### config.mk
export PLATFORM = sky130hd
export DESIGN_NAME = slc_sleep_ext_irq0_pin_ctrl
export DESIGN_NICKNAME = d
export VERILOG_FILES = /design/src/slc_pkg.sv /design/src/slc_sleep_ext_irq0_pin_ctrl.sv
export VERILOG_INCLUDE_DIRS = /design/src
export SDC_FILE = /design/constraint.sdc
export NUM_CORES = 1
export LEC_CHECK = 0
export BUFFER_PORTS_ARGS = -buffer_cell sky130_fd_sc_hd__buf_2
export CAP_MARGIN = 5
export CORE_MARGIN = 3
export CORE_UTILIZATION = 30
export DETAILED_ROUTE_END_ITERATION = 6
export GPL_ROUTABILITY_DRIVEN = 0
export GPL_TIMING_DRIVEN = 0
export PLACE_DENSITY_LB_ADDON = 0.2
export REMOVE_ABC_BUFFERS = 1
export SLEW_MARGIN = 10
export SYNTH_ARGS = -nofsm -noshare
export SYNTH_HDL_FRONTEND = slang
export SYNTH_SLANG_ARGS = --single-unit
### constraint.sdc
create_clock -name i_clk_sys -period 2.6 [get_ports i_clk_sys]
set_input_delay 0.65 -clock i_clk_sys [delete_from_list [all_inputs] [get_ports i_clk_sys]]
set_output_delay 0.65 -clock i_clk_sys [all_outputs]
set_load 0.1 [all_outputs]
### src/slc_map.svh
// Register map, field positions, reset values and timing counts of the
// sleep and external interrupt 0 control block.
// Assumes a 100 MHz system clock and word-aligned APB addressing.
`ifndef SLC_MAP_SVH
`define SLC_MAP_SVH

// ----------------------------------------------------------------------
// Register indices (byte address is four times the index)
// ----------------------------------------------------------------------
`define SLC_IDX_MCU_CTL 6'h35
`define SLC_IDX_EV_STAT 6'h36
`define SLC_IDX_EV_CLR 6'h37
`define SLC_IDX_EV_EN 6'h38

// ----------------------------------------------------------------------
// Control register fields and reset value
// ----------------------------------------------------------------------
`define SLC_BIT_ARM 5
`define SLC_BIT_DEPTH 4
`define SLC_SENSE_HI 1
`define SLC_SENSE_LO 0
`define SLC_MCU_WMASK 8'h33
`define SLC_MCU_RST 8'h00
`define SLC_SNS_LOW 2'h0
`define SLC_SNS_RSVD 2'h1
`define SLC_SNS_FALL 2'h2
`define SLC_SNS_RISE 2'h3

// ----------------------------------------------------------------------
// Event status bits
// ----------------------------------------------------------------------
`define SLC_EV_W 3
`define SLC_EV_EXT_IRQ0_PIN 0
`define SLC_EV_WAKE 1
`define SLC_EV_SLEEP 2
`define SLC_EV_RST 3'h0

// ----------------------------------------------------------------------
// Timing: reset delay time-out, least time, rounded up to cycles
// ----------------------------------------------------------------------
`define SLC_CLK_NS 10
`define SLC_TOUT_US 16
`define SLC_TOUT_CYC ((`SLC_TOUT_US * 1000 + `SLC_CLK_NS - 1) / `SLC_CLK_NS)
`define SLC_CNT_W 11

`endif

### src/slc_pkg.sv
// Types shared by the sleep and external interrupt 0 control block.
// Assumes the constants of slc_map.svh for widths of fields.
package slc_pkg;

  // Power state, one-hot
  typedef enum logic [2:0] {
    SLC_RUN = 3'h1,
    SLC_IDLE = 3'h2,
    SLC_PDOWN = 3'h4
  } slc_state_e;

  // APB request from the master
  typedef struct packed {
    logic psel;
    logic penable;
    logic pwrite;
    logic [11:0] paddr;
    logic [31:0] pwdata;
  } slc_apb_req_s;

  // Signals from the CPU core
  typedef struct packed {
    logic sleep_exec;  // Sleep instruction executed, one-cycle pulse
    logic global_irq_enable;  // Global flag of processor_flags
    logic ext_irq0_pin_mask;  // Mask bit of global_irq_mask_reg
    logic ext_irq0_pin_ack;  // Edge request taken by the core
    logic other_irq;  // Any other enabled internal interrupt
  } slc_cpu_s;

endpackage : slc_pkg

### src/slc_sleep_ext_irq0_pin_ctrl.sv
// Sleep mode control and external interrupt 0 sensing with an APB slave.
// Assumes pin and CPU inputs synchronous to i_clk_sys; reset wakes all.
//
// Contract
// [RULE1] Control register at 0x35, reserved bits zero
// [RULE2] Sleep instruction sleeps only when armed
// [RULE3] Software arms sleep just before sleeping
// [RULE4] Depth select: zero idle, one power-down
// [RULE5] Pin interrupt needs global flag and mask
// [RULE6] Sense field: low, reserved, falling, rising
// [RULE7] Pin sampled; pulses over one clock caught
// [RULE8] Source holds low until instruction completes
// [RULE9] Low level requests while pin stays low
// [RULE10] Enabled interrupt wakes, then resumes after sleep
// [RULE11] Reset during sleep wakes to reset vector
// [RULE12] Idle stops CPU, interrupts keep running
// [RULE13] Idle wake resumes with no delay
// [RULE14] Power-down stops oscillator, pin detection runs
// [RULE15] Only level interrupt or reset wakes power-down
// [RULE16] Wake level must outlast reset delay time-out
// [RULE17] Reserved sense code gives no request
// [RULE18] Edges compare current and previous samples
//
// Our own choice: the APB interface to the registers.
`timescale 1ns/1ns
`include "slc_map.svh"

module slc_sleep_ext_irq0_pin_ctrl (
  input wire logic i_clk_sys,  // System clock
  input wire logic i_rstn,  // Async reset, active low
  input wire slc_pkg::slc_apb_req_s i_apb,  // APB request
  output logic [31:0] o_prdata,  // APB read data
  output logic o_pready,  // APB ready
  output logic o_pslverr,  // APB error, unmapped address
  input wire slc_pkg::slc_cpu_s i_cpu,  // CPU core signals
  input wire logic i_ext_irq0_pin,  // External interrupt 0 pin
  output logic o_ext_irq0_pin_req,  // Interrupt request to the core
  output logic o_cpu_stop,  // CPU halted while sleeping
  output logic o_osc_stop,  // Oscillator stopped, power-down
  output logic o_wake,  // One-cycle pulse on wake-up
  output logic o_irq  // Block event interrupt, level
);

  // ----------------------------------------------------------------------
  // Address decode
  // ----------------------------------------------------------------------

  // Register hit: upper address bits zero, word index equal
  function automatic logic reg_hit(input logic [11:0] addr, input logic [5:0] idx);
    reg_hit = (addr[11:8] == 4'h0) && (addr[7:2] == idx);
  endfunction : reg_hit

  logic apb_setup;
  logic apb_wr;
  logic hit_ctl;
  logic hit_stat;
  logic hit_clr;
  logic hit_en;
  logic hit_any;
  assign apb_setup = i_apb.psel & ~i_apb.penable;
  assign apb_wr = i_apb.psel & i_apb.penable & i_apb.pwrite;
  assign hit_ctl = reg_hit(i_apb.paddr, `SLC_IDX_MCU_CTL);
  assign hit_stat = reg_hit(i_apb.paddr, `SLC_IDX_EV_STAT);
  assign hit_clr = reg_hit(i_apb.paddr, `SLC_IDX_EV_CLR);
  assign hit_en = reg_hit(i_apb.paddr, `SLC_IDX_EV_EN);
  assign hit_any = hit_ctl | hit_stat | hit_clr | hit_en;

  // ----------------------------------------------------------------------
  // Control register
  // ----------------------------------------------------------------------

  logic [7:0] mcu_ctl_ff;
  logic [7:0] nxt_mcu_ctl;
  logic [1:0] sense;
  logic arm;
  logic depth;
  // Reserved bits never store, so they read zero
  assign nxt_mcu_ctl = (apb_wr && hit_ctl) ? (i_apb.pwdata[7:0] & `SLC_MCU_WMASK)
                                           : mcu_ctl_ff;  // RULE1
  assign sense = mcu_ctl_ff[`SLC_SENSE_HI:`SLC_SENSE_LO];
  assign arm = mcu_ctl_ff[`SLC_BIT_ARM];
  assign depth = mcu_ctl_ff[`SLC_BIT_DEPTH];

  always_ff @(posedge i_clk_sys or negedge i_rstn) begin
    if (!i_rstn) begin
      mcu_ctl_ff <= `SLC_MCU_RST;  // RULE1
    end else begin
      mcu_ctl_ff <= nxt_mcu_ctl;
    end
  end

  // ----------------------------------------------------------------------
  // Pin sampling and edge detection
  // ----------------------------------------------------------------------

  slc_pkg::slc_state_e st_ff;
  slc_pkg::slc_state_e nxt_st;
  logic pin_cur_ff;
  logic pin_prev_ff;
  logic pend_ff;
  logic nxt_pend;
  logic in_pdown;
  logic fall;
  logic rise;
  logic edge_hit;
  logic ext_irq0_pin_en;
  logic ext_irq0_pin_src;
  // Pin idles high; edges are blind in power-down since the clock is gone
  assign in_pdown = (st_ff == slc_pkg::SLC_PDOWN);
  assign fall = pin_prev_ff & ~pin_cur_ff;  // RULE18
  assign rise = ~pin_prev_ff & pin_cur_ff;  // RULE18
  assign edge_hit = ~in_pdown & (((sense == `SLC_SNS_FALL) & fall) |
                                 ((sense == `SLC_SNS_RISE) & rise));  // RULE6 RULE15
  // Edge request stays pending until the core takes it; a new edge wins
  assign nxt_pend = edge_hit | (pend_ff & ~i_cpu.ext_irq0_pin_ack);  // RULE7

  // Two samples so that any pulse held over one clock edge is seen
  always_ff @(posedge i_clk_sys or negedge i_rstn) begin
    if (!i_rstn) begin
      pin_cur_ff <= 1'h1;
      pin_prev_ff <= 1'h1;
      pend_ff <= 1'h0;
    end else begin
      pin_cur_ff <= i_ext_irq0_pin;  // RULE7
      pin_prev_ff <= pin_cur_ff;  // RULE18
      pend_ff <= nxt_pend;
    end
  end

  // ----------------------------------------------------------------------
  // Interrupt request to the core
  // ----------------------------------------------------------------------

  // Level mode follows the sampled pin directly; reserved code is silent
  assign ext_irq0_pin_en = i_cpu.global_irq_enable & i_cpu.ext_irq0_pin_mask;  // RULE5
  assign ext_irq0_pin_src = (sense == `SLC_SNS_LOW) ? ~pin_cur_ff :
                    (sense == `SLC_SNS_RSVD) ? 1'h0 : pend_ff;  // RULE9 RULE17 RULE6
  assign o_ext_irq0_pin_req = ext_irq0_pin_en & ext_irq0_pin_src;  // RULE5

  // ----------------------------------------------------------------------
  // Power-down wake qualifier
  // ----------------------------------------------------------------------

  logic [`SLC_CNT_W-1:0] low_cnt_ff;
  logic [`SLC_CNT_W-1:0] nxt_low_cnt;
  logic low_run;
  logic cnt_full;
  logic pd_wake;
  // Counter saturates, so a long low level cannot wrap and re-arm
  assign low_run = in_pdown & ~pin_cur_ff & (sense == `SLC_SNS_LOW);
  assign cnt_full = (low_cnt_ff == `SLC_CNT_W'(`SLC_TOUT_CYC));
  assign nxt_low_cnt = !low_run ? '0 :
                       cnt_full ? low_cnt_ff : low_cnt_ff + `SLC_CNT_W'(1);  // RULE16
  // Only a low level held past the time-out wakes from power-down
  assign pd_wake = low_run & cnt_full & ext_irq0_pin_en;  // RULE15 RULE16

  always_ff @(posedge i_clk_sys or negedge i_rstn) begin
    if (!i_rstn) begin
      low_cnt_ff <= '0;
    end else begin
      low_cnt_ff <= nxt_low_cnt;
    end
  end

  // ----------------------------------------------------------------------
  // Sleep state machine
  // ----------------------------------------------------------------------

  logic sleep_go;
  logic idle_wake;
  logic wake_now;
  assign sleep_go = i_cpu.sleep_exec & arm;  // RULE2
  // Idle keeps every interrupt source live, internal ones included
  assign idle_wake = (st_ff == slc_pkg::SLC_IDLE) & (o_ext_irq0_pin_req | i_cpu.other_irq);  // RULE12
  assign wake_now = idle_wake | pd_wake;

  // Next state; the core itself resumes after the sleep instruction
  always_comb begin
    nxt_st = st_ff;
    case (st_ff)
      slc_pkg::SLC_RUN: begin
        if (sleep_go) begin
          nxt_st = depth ? slc_pkg::SLC_PDOWN : slc_pkg::SLC_IDLE;  // RULE4
        end
      end
      slc_pkg::SLC_IDLE: begin
        if (idle_wake) begin
          nxt_st = slc_pkg::SLC_RUN;  // RULE13 RULE10
        end
      end
      slc_pkg::SLC_PDOWN: begin
        if (pd_wake) begin
          nxt_st = slc_pkg::SLC_RUN;  // RULE10
        end
      end
      default: begin
        nxt_st = slc_pkg::SLC_RUN;
      end
    endcase
  end

  // Reset from any state returns to run, which the core maps to its vector
  always_ff @(posedge i_clk_sys or negedge i_rstn) begin
    if (!i_rstn) begin
      st_ff <= slc_pkg::SLC_RUN;  // RULE11
      o_wake <= 1'h0;
    end else begin
      st_ff <= nxt_st;
      o_wake <= wake_now;  // RULE10
    end
  end

  assign o_cpu_stop = (st_ff != slc_pkg::SLC_RUN);  // RULE12
  assign o_osc_stop = in_pdown;  // RULE14

  // ----------------------------------------------------------------------
  // Event status, enable and interrupt
  // ----------------------------------------------------------------------

  logic [`SLC_EV_W-1:0] ev_stat_ff;
  logic [`SLC_EV_W-1:0] ev_en_ff;
  logic [`SLC_EV_W-1:0] ev_set;
  logic [`SLC_EV_W-1:0] ev_clr;
  assign ev_set[`SLC_EV_EXT_IRQ0_PIN] = o_ext_irq0_pin_req;
  assign ev_set[`SLC_EV_WAKE] = wake_now;
  assign ev_set[`SLC_EV_SLEEP] = (st_ff == slc_pkg::SLC_RUN) & sleep_go;
  assign ev_clr = (apb_wr && hit_clr) ? i_apb.pwdata[`SLC_EV_W-1:0] : '0;

  // Sticky bits; a set in the clearing cycle is kept
  genvar gi;
  generate
    for (gi = 0; gi < `SLC_EV_W; gi++) begin : g_ev
      always_ff @(posedge i_clk_sys or negedge i_rstn) begin
        if (!i_rstn) begin
          ev_stat_ff[gi] <= 1'h0;
        end else begin
          ev_stat_ff[gi] <= ev_set[gi] | (ev_stat_ff[gi] & ~ev_clr[gi]);
        end
      end
    end
  endgenerate

  always_ff @(posedge i_clk_sys or negedge i_rstn) begin
    if (!i_rstn) begin
      ev_en_ff <= `SLC_EV_RST;
    end else if (apb_wr && hit_en) begin
      ev_en_ff <= i_apb.pwdata[`SLC_EV_W-1:0];
    end
  end

  assign o_irq = |(ev_stat_ff & ev_en_ff);

  // ----------------------------------------------------------------------
  // APB read path
  // ----------------------------------------------------------------------

  // Read data is captured in the setup cycle, so access needs no wait
  logic [31:0] rd_mux;
  assign rd_mux = hit_ctl ? {24'h000000, mcu_ctl_ff} :
                  hit_stat ? {29'h0, ev_stat_ff} :
                  hit_en ? {29'h0, ev_en_ff} : 32'h00000000;
  assign o_pready = 1'b1;

  always_ff @(posedge i_clk_sys or negedge i_rstn) begin
    if (!i_rstn) begin
      o_prdata <= 32'h00000000;
      o_pslverr <= 1'b0;
    end else if (apb_setup) begin
      o_prdata <= i_apb.pwrite ? 32'h00000000 : rd_mux;
      o_pslverr <= ~hit_any;
    end
  end
endmodule : slc_sleep_ext_irq0_pin_ctrl

After elaboration in Yosys (flattened, before gate mapping)
Cells that the tools add are included.
{"block": "op_classes", "add_sub_neg": 1, "mux": 14, "bitwise": 41, "n_reduce_logical": 11, "eq_ne": 16}
{"operator": "6-bit == test (second input constant)", "count": 4}
{"operator": "11-bit two-way mux", "count": 2}
{"operator": "1-bit bitwise AND", "count": 21}
{"operator": "3-bit two-way mux", "count": 7}
{"operator": "6-bit two-way mux", "count": 2}
{"operator": "11-bit by 1-bit adder with 11-bit output (second input constant)", "count": 1}
{"operator": "11-bit == test (second input constant)", "count": 1}
{"operator": "1-bit bitwise OR", "count": 10}
{"operator": "1-bit inverter", "count": 9}
{"operator": "3-bit case mux with 3 select lines", "count": 1}
{"operator": "1-bit logical AND", "count": 7}
{"operator": "2-bit != test (second input constant)", "count": 3}
{"operator": "2-bit == test (second input constant)", "count": 2}
{"operator": "4-bit logical NOT", "count": 1}
{"operator": "3-bit bitwise AND", "count": 1}
{"operator": "3-bit by 1-bit == test with 1-bit output (second input constant)", "count": 1}
{"operator": "3-bit by 2-bit == test with 1-bit output (second input constant)", "count": 1}
{"operator": "3-bit == test (second input constant)", "count": 1}
{"operator": "3-bit by 1-bit != test with 1-bit output (second input constant)", "count": 1}
{"operator": "3-bit AND reduction", "count": 1}
{"operator": "3-bit OR reduction", "count": 1}
{"operator": "2-bit by 1-bit == test with 1-bit output (second input constant)", "count": 1}
{"operator": "2-bit logical NOT", "count": 1}
{"operator": "1-bit two-way mux", "count": 2}
{"operator": "2-bit by 1-bit != test with 1-bit output (second input constant)", "count": 1}
{"block": "totals", "reg_bits": 61, "output_inout_bits": 39, "wordCells": 96}

Logic depth before layout (Yosys ltp)
Gate-level depths: netlist of run 1.
{"block": "depth", "word_depth": 8, "ltp_mapped": 6}

Worst setup path after synthesis of run 1
No wires, ideal clock.
{"block": "synth_path", "kind": "reg2out", "start": "register mcu_ctl_ff[1]", "end": "output port o_ext_irq0_pin_req", "n_path_buf": 0, "t_arrival_ns": 2.343, "setup_slack_ns": -0.393, "path_stages_with_launch": 3, "path_cell_list": "dfrtp_1 > or3_1 > a21oi_1"}
{"block": "synth_via", "elab_chain_cells": 4}
{"item": "from (decl)", "line": "slc_sleep_ext_irq0_pin_ctrl.sv:72", "text": "logic [7:0] mcu_ctl_ff;"}
{"item": "from (signal assigned)", "line": "slc_sleep_ext_irq0_pin_ctrl.sv:86", "text": "mcu_ctl_ff <= `SLC_MCU_RST;"}
{"item": "from (signal assigned)", "line": "slc_sleep_ext_irq0_pin_ctrl.sv:88", "text": "mcu_ctl_ff <= nxt_mcu_ctl;"}
{"item": "2-bit by 1-bit == test with 1-bit output (no line)"}
{"item": "1-bit two-way mux", "line": "slc_sleep_ext_irq0_pin_ctrl.sv:137", "text": "(sense == `SLC_SNS_RSVD) ? 1'h0 : pend_ff;"}
{"item": "1-bit two-way mux (*)", "line": "slc_sleep_ext_irq0_pin_ctrl.sv:136", "text": "assign ext_irq0_pin_src = (sense == `SLC_SNS_LOW) ? ~pin_cur_ff :"}
{"item": "1-bit bitwise AND (*)", "line": "slc_sleep_ext_irq0_pin_ctrl.sv:138", "text": "assign o_ext_irq0_pin_req = ext_irq0_pin_en & ext_irq0_pin_src;"}
{"item": "to (decl)", "line": "slc_sleep_ext_irq0_pin_ctrl.sv:37", "text": "output logic o_ext_irq0_pin_req,"}
Mark *: on every way between the ends. The rest lies on a longest branch, timed or not.

Final worst setup path of run 1
Ends and elaborated chain as after synthesis.

==> flow_metrics.py, run 1 <==
metrics = {
    "cells_and_area": {
        "multiInputGateArea_um2": 907,
        "final_net_count": 283,
        "syn2layout_area_growth_pct": 13.9,
        "finish.instance_area_um2": 2190,
        "num-fill-cells": 619,
        "n_antenna_cell": 0,
        "layout.cells.non_filler": 302,
        "drive_gt1_frac": 0.264,
        "seqCellArea_um2": 855,
    },
    "pwr": {
        "internal_power_mw": 0.873,
        "power.leakage_nw": 1.06,
        "design_power_total_mw": 1.29,
        "power.share.switching": 0.323,
        "power.sequential.fraction": 0.418,
        "combPwrFrac": 0.197,
        "vdd_drop_max_mv": 0.209,
        "p_clk_frac": 0.386,
        "power_density_nw_per_um2": 589,
        "p_sw_mw": 0.417,
    },
    "die": {
        "die_height_um": 86.0,
        "num_io_pins": 94,
        "num_rows": 28,
        "die_area_um2": 7400,
        "initial_utilization": 0.317,
        "x_dimension_of_the_die_um": 86.0,
        "core-area_um2": 6060,
    },
    "cts": {
        "clkSinkCount": 34,
        "cts.clk_slew.worst_paths_ns": 0.07,
        "clock-root-buffer": "sky130_fd_sc_hd__clkbuf_8",
        "hold_buffers": 0,
        "cts_buffers": 5,
        "clockBufferDepth": 2,
        "insertion_delay_ns": 0.28,
        "cts_tree": "built",
        "cts_max_level": 2,
    },
    "yosys": {
        "yosysTopAreaCellShare": 0.404,
        "post_synth_edffs": 0,
        "seq_area_frac_synth": 0.445,
        "top_cell_types_by_occurrence_after_synthesis": "31 x sky130_fd_sc_hd__dfrtp_1, 28 x sky130_fd_sc_hd__buf_4, 15 x sky130_fd_sc_hd__nand2_1",
        "synth.most_common_cell": "sky130_fd_sc_hd__dfrtp_1",
        "synth_cells": 188,
        "ys_types": 48,
        "post_synth_main_area_contributors": "sky130_fd_sc_hd__dfrtp_1 40%, sky130_fd_sc_hd__buf_4 11%, sky130_fd_sc_hd__dfstp_2 4.1%",
        "synth_seq_cells": 34,
        "synthesis.area_um2": 1920,
        "synth.yosys.warnings": 0,
        "syn-mean-instance-area_um2": 10.2,
        "synth_ff_type": "sky130_fd_sc_hd__dfrtp_1",
        "synth-async-reset-ratio": 1.00,
        "synth_area_leader_cell": "sky130_fd_sc_hd__dfrtp_1",
    },
    "place": {
        "dp_hpwl_um": 2890,
        "port_buffers": 36,
        "placedInstanceArea_um2": 2070,
        "placedCellCount": 294,
    },
    "hold_path": {
        "worstHoldPathCells": 0,
        "worstHoldPathType": "reg2reg",
    },
    "worst_setup_path": {
        "crit_path_max_incr_delay_ns": 0.43,
        "critical_path.n_buffers_inverters": 1,
        "timing.setup.critical_path_class": "reg2out",
        "timing.critical_path.from_type": "flip-flop",
        "path_depth": 3,
        "largest_delay_contributor_family_on_the_critical_path": "flip-flops",
        "cp-end-kind": "output pin",
        "timing.critical_path.arrival_ns": 1.82,
        "path_max_fanout": 5,
        "critPathRequiredTime_ns": 1.95,
        "path_cells": "or3_1 > a21oi_1 > buf_4",
        "worst_r2r_path_depth": 4,
        "crit_path_max_delay_cell_type": "sky130_fd_sc_hd__dfrtp_1",
    },
    "timing": {
        "min_period_over_period": 0.948,
        "finalHoldWorstSlack_ns": 0.383,
        "setup_viol": 0,
        "fmaxAchievable_mhz": 406,
        "worst_slew_pin_slew_ns": 0.796,
        "timing.max_slew.rel_slack": 0.462,
        "timing.final.crit_period_ns": 2.47,
        "post_route_skew_ns": 0.00846,
        "setup_repair_after_global_routing_missed_its_margin": "no",
        "slew_violations": 0,
        "timing_hold_violations_final": 0,
    },
    "drt": {
        "vias": 1382,
        "viasPerCell": 4.58,
        "detail_routed_net_length_per_standard_cell_um": 12.5,
        "postRouteAntennaNets": 0,
        "route.final.wire_length_um": 3770,
        "drc": 0,
        "drt-pass1-iter-count": 4,
        "drt_iter0_drc": 73,
    },
    "grt": {
        "grt_start_max_net_pins": 35,
        "grt.total_usage": 0.109,
        "grt_remaining_overflow": 0,
        "wire_length_of_the_first_global_routing_pass_um": 6300,
        "first_global_vias": 1281,
        "grt_antenna_before_repair": 0,
    },
    "job": {
        "number_of_max_cap_violations": 0,
    },
    "run_status": {
        "result_of_the_run": "complete, no violations",
    },
}
-- placed cells by master (no fill, tap or decap), types with 3 or more instances in the layout --
cell                       Yosys  layout
sky130_fd_sc_hd__a21o_1        3       3
sky130_fd_sc_hd__a21oi_1       5       5
sky130_fd_sc_hd__a22o_1        3       3
sky130_fd_sc_hd__a32o_1        3       3
sky130_fd_sc_hd__buf_2         1      35
sky130_fd_sc_hd__clkbuf_8      0       6
sky130_fd_sc_hd__conb_1        2      28
sky130_fd_sc_hd__dfrtp_1      31      31
sky130_fd_sc_hd__dfstp_2       3       3
sky130_fd_sc_hd__inv_1         9       9
sky130_fd_sc_hd__mux2_2        3       3
sky130_fd_sc_hd__mux2_4        4       4
sky130_fd_sc_hd__nand2_1      15      15
sky130_fd_sc_hd__nand2b_1      3       3
sky130_fd_sc_hd__nand3_1       3       3
sky130_fd_sc_hd__nand4_1       4       4
sky130_fd_sc_hd__nand4b_1      3       3
sky130_fd_sc_hd__nor2_1       14      14
sky130_fd_sc_hd__nor3_1        4       4
sky130_fd_sc_hd__o21ai_0       5       5
sky130_fd_sc_hd__xnor2_1       3       3
sky130_fd_sc_hd__xor2_1        5       5
-- path summary, 6_finish.rpt --
| kind | start | slack, ns | end |
|---|---|---|---|
| worst max-delay path | mcu_ctl_ff[1] | 0.13 | o_ext_irq0_pin_req |
| worst min register to register | pin_cur_ff | 0.38 | pin_prev_ff |
| worst min-delay path | pin_cur_ff | 0.38 | pin_prev_ff |
| min in group asynchronous | i_rstn | 0.42 | low_cnt_ff[4] |
| worst max register to register | low_cnt_ff[7] | 0.62 | st_ff[0] |
| max in group asynchronous | i_rstn | 1.70 | low_cnt_ff[8] |
-- area by class of cell --
class / count / share of cell area
Timing Repair Buffer: 36 / 0.0835
Multi-Input combinational cell: 140 / 0.415
Clock inverter: 1 / 0.0137
Clock buffer: 7 / 0.0395
Sequential cell: 34 / 0.391
Inverter: 9 / 0.0154
Tap cell: 75 / 0.0429
-- state kept, by name, indices dropped and copies added (netlist names) --
register	flops
pend_ff	1
low_cnt_ff	11
ev_stat_ff	3
pin_prev_ff	1
pin_cur_ff	1
o_prdata	5
o_pslverr	1
st_ff	3
mcu_ctl_ff	4
ev_en_ff	3
o_wake	1
-- power groups by stage --
stage,Combinational [mW],Clock (mW),Sequential (mW)
after floorplan,0.198,0,0.561
after global placement,0.254,0,0.548
after detailed placement,0.254,0,0.549
after CTS,0.255,0.513,0.539
after global routing,0.265,0.537,0.539
final,0.254,0.497,0.539
-- per-stage QoR --
step | utilization | worst slack, ns | setup TNS (ns)
after CTS | 0.361 | 0.0789 | 0
after global routing | 0.361 | 0.00292 | 0
final | 0.361 | 0.134 | 0
after global placement | 0.341 | 0.107 | 0
after floorplan | - | -0.393 | -1.15
after detailed placement | 0.341 | 0.123 | 0
-- repair_timing --
action,CTS,global route
endpoints found under the setup margin,1,0
resized for setup,1,0
setup buffers,0,0
-- layer usage --
| layer | vias to the layer above | track usage | routed length, um |
|---|---|---|---|
| li1 | 685 | - | - |
| met1 | 642 | 0.148 | 1830 |
| met2 | 49 | 0.162 | 1640 |
| met3 | 6 | 0.0279 | 236 |
| met4 | 0 | 0.0475 | 68 |
| met5 | - | 0 | 0 |
-- cell families after synthesis --
kind of cell	after synthesis	share of synthesized area
AND/OR/NAND/NOR	67	0.214
buffers and inverters	40	0.134
flip-flops	34	0.445
AO/OA/AOI/OAI	27	0.100
XOR/XNOR	8	0.0365
multiplexers	8	0.0541
adder cells (fa/ha/maj)	2	0.0130
other	2	0.00391
No activity file was read; power rests on OpenSTA's default activity.
==> run 2: changes to the inputs <==
Settings changed: BUFFER_PORTS_ARGS -buffer_cell sky130_fd_sc_hd__buf_2 to not set, DONT_BUFFER_PORTS set to 1, GPL_ROUTABILITY_DRIVEN 0 to 1.
Clock period 2.6 ns to 2.1 ns, I/O delays scaled along.
==> flow_metrics.py, run 2 (synthesis results as in run 1) <==
metrics = {
    "cts": {
        "cts_buffers": 5,
        "cts_tree": "built",
        "cts.clk_slew.worst_paths_ns": 0.07,
        "clockBufferDepth": 2,
        "clkSinkCount": 34,
        "cts_max_level": 2,
        "clock-root-buffer": "sky130_fd_sc_hd__clkbuf_8",
        "insertion_delay_ns": 0.28,
    },
    "timing": {
        "setup-tns-final_ns": -0.125,
        "finalHoldWorstSlack_ns": 0.0698,
        "fmaxAchievable_mhz": 449,
        "worst_slew_pin_slew_ns": 0.919,
        "setup_slack_ns": -0.125,
        "slew_violations": 0,
        "min_period_over_period": 1.06,
        "timing.max_slew.rel_slack": 0.388,
        "setup_viol": 1,
        "post_route_skew_ns": 0.00760,
        "timing.final.crit_period_ns": 2.23,
        "timing_hold_violations_final": 0,
        "setup_repair_after_global_routing_missed_its_margin": "yes",
    },
    "worst_setup_path": {
        "timing.setup.critical_path_class": "reg2out",
        "timing.critical_path.arrival_ns": 1.70,
        "cp-end-kind": "output pin",
        "critPathRequiredTime_ns": 1.57,
        "timing.critical_path.from_type": "flip-flop",
        "path_max_fanout": 4,
    },
    "die": {
        "core-area_um2": 6060,
        "die_height_um": 86.0,
        "x_dimension_of_the_die_um": 86.0,
        "num_rows": 28,
        "initial_utilization": 0.317,
        "num_io_pins": 94,
        "die_area_um2": 7400,
    },
    "pwr": {
        "p_clk_frac": 0.323,
        "p_sw_mw": 0.498,
        "power.sequential.fraction": 0.485,
        "combPwrFrac": 0.192,
        "power.share.switching": 0.353,
        "vdd_drop_max_mv": 0.322,
        "power.leakage_nw": 0.919,
        "internal_power_mw": 0.912,
        "design_power_total_mw": 1.41,
        "power_density_nw_per_um2": 685,
    },
    "cells_and_area": {
        "largest_registers_in_the_final_layout": "low_cnt_ff x11, o_prdata x5, mcu_ctl_ff x4",
        "registers.top_by_ff_count": "low_cnt_ff",
        "post-route-util": 0.340,
        "drive_gt1_frac": 0.177,
        "multiInputGateArea_um2": 926,
        "largest_register_ffs": 11,
        "final_net_count": 254,
        "syn2layout_area_growth_pct": 7.23,
        "layout_commonest_cell": "sky130_fd_sc_hd__dfrtp_1",
        "seqCellArea_um2": 855,
        "num-fill-cells": 604,
        "most-common-layout-cells": "31 x sky130_fd_sc_hd__dfrtp_1, 28 x sky130_fd_sc_hd__conb_1, 15 x sky130_fd_sc_hd__nand2_1, 14 x sky130_fd_sc_hd__nor2_1, 7 x sky130_fd_sc_hd__inv_1",
        "n_antenna_cell": 0,
    },
    "grt": {
        "grt_antenna_before_repair": 0,
        "gr-usage-met1": 0.147,
        "grt.total_usage": 0.105,
        "grt.met2_usage": 0.153,
        "grt_remaining_overflow": 0,
        "grt_start_max_net_pins": 32,
        "wire_length_of_the_first_global_routing_pass_um": 5990,
        "global_route.peak_usage_layer": "met2",
        "first_global_vias": 1166,
        "globalRouteMet3Util": 0.0259,
    },
    "run_status": {
        "result_of_the_run": "finished with violations",
        "violations": "setup timing",
    },
    "drt": {
        "vias": 1264,
        "drc": 0,
        "drt-pass1-iter-count": 4,
        "route.final.wire_length_um": 3800,
        "postRouteAntennaNets": 0,
        "drt_iter0_drc": 36,
        "detail_routed_net_length_per_standard_cell_um": 13.9,
        "viasPerCell": 4.63,
    },
    "place": {
        "finalWeightedCongestion": 0.735,
        "port_buffers": 0,
        "detailedPlace.worstSlack_ns": -0.115,
        "dp_hpwl_um": 2860,
    },
    "job": {
        "number_of_max_cap_violations": 0,
    },
    "hold_path": {
        "worstHoldPathType": "in2async",
    },
}
run 2: changes by cell type in the layout (fill, tap and decap cells not counted), sizes merged:
| cell | before | now |
|---|---|---|
| clkinvlp | 0 | 1 |
| clkinv | 0 | 2 |
| clkbuf | 7 | 6 |
| inv | 9 | 8 |
| buf | 36 | 7 |
| bufinv | 1 | 0 |
run 2: final cells by class:
class,count,area share
flip-flops and latches,34,0.415
repair buffers,7,0.0316
clock inverters,2,0.00486
well taps,75,0.0456
multi-input cells,140,0.450
clock buffers,6,0.0352
inverters,9,0.0182
run 2: stage by stage:
| stage | instances | area [um^2] |
|---|---|---|
| 4_1_cts | 271 | 2040 |
| 6_report | 273 | 2060 |
| 2_1_floorplan | 183 | 1800 |
| 5_1_grt | 273 | 2060 |
| 3_5_place_dp | 258 | 1900 |
| 3_3_place_gp | 258 | 1890 |
run 2: power groups by stage:
stage | clock (mW) | sequential [mW] | combinational [mW]
floorplan | 0 | 0.695 | 0.245
global placement | 0 | 0.696 | 0.249
detailed placement | 0 | 0.696 | 0.251
CTS | 0.478 | 0.683 | 0.272
global route | 0.505 | 0.684 | 0.281
finish | 0.456 | 0.683 | 0.271
run 2: path summary, 6_finish.rpt:
path	slack, ns	to	startpoint	cells after the start
max in group asynchronous	1.87	low_cnt_ff[2]	i_rstn	1
worst min register to register	0.50	pin_prev_ff	pin_cur_ff	1
worst min-delay path	0.07	ev_stat_ff[1]	i_rstn	1
worst max-delay path	-0.13	o_ext_irq0_pin_req	mcu_ctl_ff[1]	2
worst max register to register	0.19	st_ff[0]	mcu_ctl_ff[1]	4
min in group i_clk_sys	0.24	pin_cur_ff	i_ext_irq0_pin	0
run 2: worst max-delay path: stages, from the launching register on:
cell,delay (ns)
sky130_fd_sc_hd__dfrtp_1,0.39
sky130_fd_sc_hd__or3_4,0.39
sky130_fd_sc_hd__a21oi_4,0.64
run 2: timing repair:
| item | CTS | global route |
|---|---|---|
| hold buffers | 1 | 0 |
| gates resized for setup | 3 | 1 |
| buffers inserted | 4 | 2 |
| endpoints found under the hold margin | 31 | 0 |
| setup endpoints to repair | 2 | 4 |
| pin swaps | 1 | 2 |
run 2: layer usage:
layer  up-vias  share of wire
li1        628              -
met1       591           0.47
met2        43           0.45
met3         2          0.068
met4         0          0.011
met5         -              0
==> run 3: changes to the inputs <==
Settings changed: RECOVER_POWER set to 25.
==> flow_metrics.py, run 3 (synthesis results as in run 1) <==
metrics = {
    "worst_setup_path": {
        "crit_path_max_delay_cell_type": "sky130_fd_sc_hd__a21oi_4",
        "critical_path.n_buffers_inverters": 0,
        "largest_delay_contributor_family_on_the_critical_path": "compound AO/OA/AOI/OAI gates",
        "timing.critical_path.arrival_ns": 1.71,
        "critPathRequiredTime_ns": 1.57,
        "timing.critical_path.from_type": "flip-flop",
        "path_max_fanout": 4,
        "timing.setup.critical_path_class": "reg2out",
        "cp-end-kind": "output pin",
        "crit_path_max_incr_delay_ns": 0.65,
        "path_cells": "or3_4 > a21oi_4",
    },
    "grt": {
        "grt.total_usage": 0.105,
        "wire_length_of_the_first_global_routing_pass_um": 5990,
        "first_global_vias": 1166,
        "grt_remaining_overflow": 0,
        "grt_start_max_net_pins": 32,
        "grt_antenna_before_repair": 0,
    },
    "drt": {
        "detail_routed_net_length_per_standard_cell_um": 14.0,
        "vias": 1265,
        "met2RoutedLength_um": 1730,
        "drt_iter0_drc": 36,
        "postRouteAntennaNets": 0,
        "top_signal_layer_used": "met4",
        "wirelength_met1_um": 1780,
        "route.final.wire_length_um": 3810,
        "met3WireLength_um": 253,
        "drc": 0,
        "drt-pass1-iter-count": 4,
        "viasPerCell": 4.63,
    },
    "cts": {
        "clkSinkCount": 34,
        "insertion_delay_ns": 0.28,
        "cts_buffers": 5,
        "cts.clk_slew.worst_paths_ns": 0.07,
        "clock-root-buffer": "sky130_fd_sc_hd__clkbuf_8",
        "cts_max_level": 2,
        "clockBufferDepth": 2,
        "cts_tree": "built",
    },
    "timing": {
        "setup_slack_ns": -0.131,
        "min_period_over_period": 1.06,
        "worst_slew_pin_slew_ns": 1.67,
        "setup_viol": 1,
        "slew_violations": 32,
        "setup_repair_after_global_routing_missed_its_margin": "yes",
        "timing.final.crit_period_ns": 2.23,
        "post_route_skew_ns": 0.00774,
        "timing.max_slew.rel_slack": -0.113,
        "fmaxAchievable_mhz": 448,
        "timing_hold_violations_final": 0,
    },
    "die": {
        "die_area_um2": 7400,
        "num_io_pins": 94,
        "initial_utilization": 0.317,
        "x_dimension_of_the_die_um": 86.0,
        "core-area_um2": 6060,
        "die_height_um": 86.0,
        "num_rows": 28,
    },
    "place": {
        "finalWeightedCongestion": 0.735,
        "port_buffers": 0,
        "placedCellCount": 258,
        "dp_hpwl_um": 2860,
    },
    "pwr": {
        "power_density_nw_per_um2": 689,
        "design_power_total_mw": 1.41,
        "vdd_drop_max_mv": 0.322,
        "power.leakage_nw": 0.911,
    },
    "run_status": {
        "result_of_the_run": "finished with violations",
        "violations": "capacitance limit, slew limit, setup timing",
    },
    "cells_and_area": {
        "layout.cells.non_filler": 273,
        "drive_gt1_frac": 0.172,
        "registers.top_by_ff_count": "low_cnt_ff",
        "largest_register_ffs": 11,
        "syn2layout_area_growth_pct": 6.38,
        "largest_registers_in_the_final_layout": "low_cnt_ff x11, o_prdata x5, mcu_ctl_ff x4",
        "layout_commonest_cell": "sky130_fd_sc_hd__dfrtp_1",
        "most-common-layout-cells": "31 x sky130_fd_sc_hd__dfrtp_1, 28 x sky130_fd_sc_hd__conb_1, 15 x sky130_fd_sc_hd__nand2_1, 14 x sky130_fd_sc_hd__nor2_1, 7 x sky130_fd_sc_hd__inv_1",
        "n_antenna_cell": 0,
        "post-route-util": 0.337,
        "final_net_count": 254,
    },
    "hold_path": {
        "worstHoldPathType": "in2async",
    },
    "job": {
        "number_of_max_cap_violations": 1,
    },
}
[run 3: area by class of cell]
type	instances	area, um^2
inverter	9	37.5
clock inverter	2	10.0
clock buffer	6	72.6
tap	75	93.8
sequential	34	855
timing repair buffer	7	48.8
fill	607	4020
multi-input combinational	140	926
[run 3: final timing paths]
check                               start                 end  slack (ns)  depth (start not counted)
hold reg to reg                pin_cur_ff         pin_prev_ff        0.50                          1
max in group asynchronous          i_rstn             pend_ff        0.46                          1
hold / removal                     i_rstn          pin_cur_ff        0.08                          0
min in group i_clk_sys     i_ext_irq0_pin          pin_cur_ff        0.23                          0
setup / recovery            mcu_ctl_ff[1]  o_ext_irq0_pin_req       -0.13                          2
setup reg to reg            mcu_ctl_ff[1]            st_ff[0]        0.18                          4
[run 3: per-stage QoR]
step | hold WS [ns] | setup WS [ns] | setup TNS, ns | area, um^2
finish | 0.0803 | -0.131 | -0.131 | 2040
floorplan | 0.229 | -0.768 | -4.22 | 1800
detailed placement | 0.230 | -0.115 | -0.656 | 1900
CTS | 0.0645 | -0.163 | -0.163 | 2040
global route | 0.0621 | -0.193 | -0.193 | 2040
global placement | 0.230 | -1.05 | -6.21 | 1890
[run 3: per-layer routing]
layer / vias up / track usage
met4: 0 / 0.0432
met3: 2 / 0.0259
met1: 596 / 0.147
met5: - / 0
li1: 626 / -
met2: 41 / 0.153
[run 3: timing repair]
action,CTS,global route
pin swaps,1,2
hold endpoints to repair,31,0
buffers inserted,4,2
setup endpoints to repair,2,4
resized for setup,3,1
hold buffers,1,0
[run 3: where the power goes]
part	switching [mW]	internal (mW)
clock network	0.227	0.230
logic	0.251	0.0168
registers	0.0211	0.662
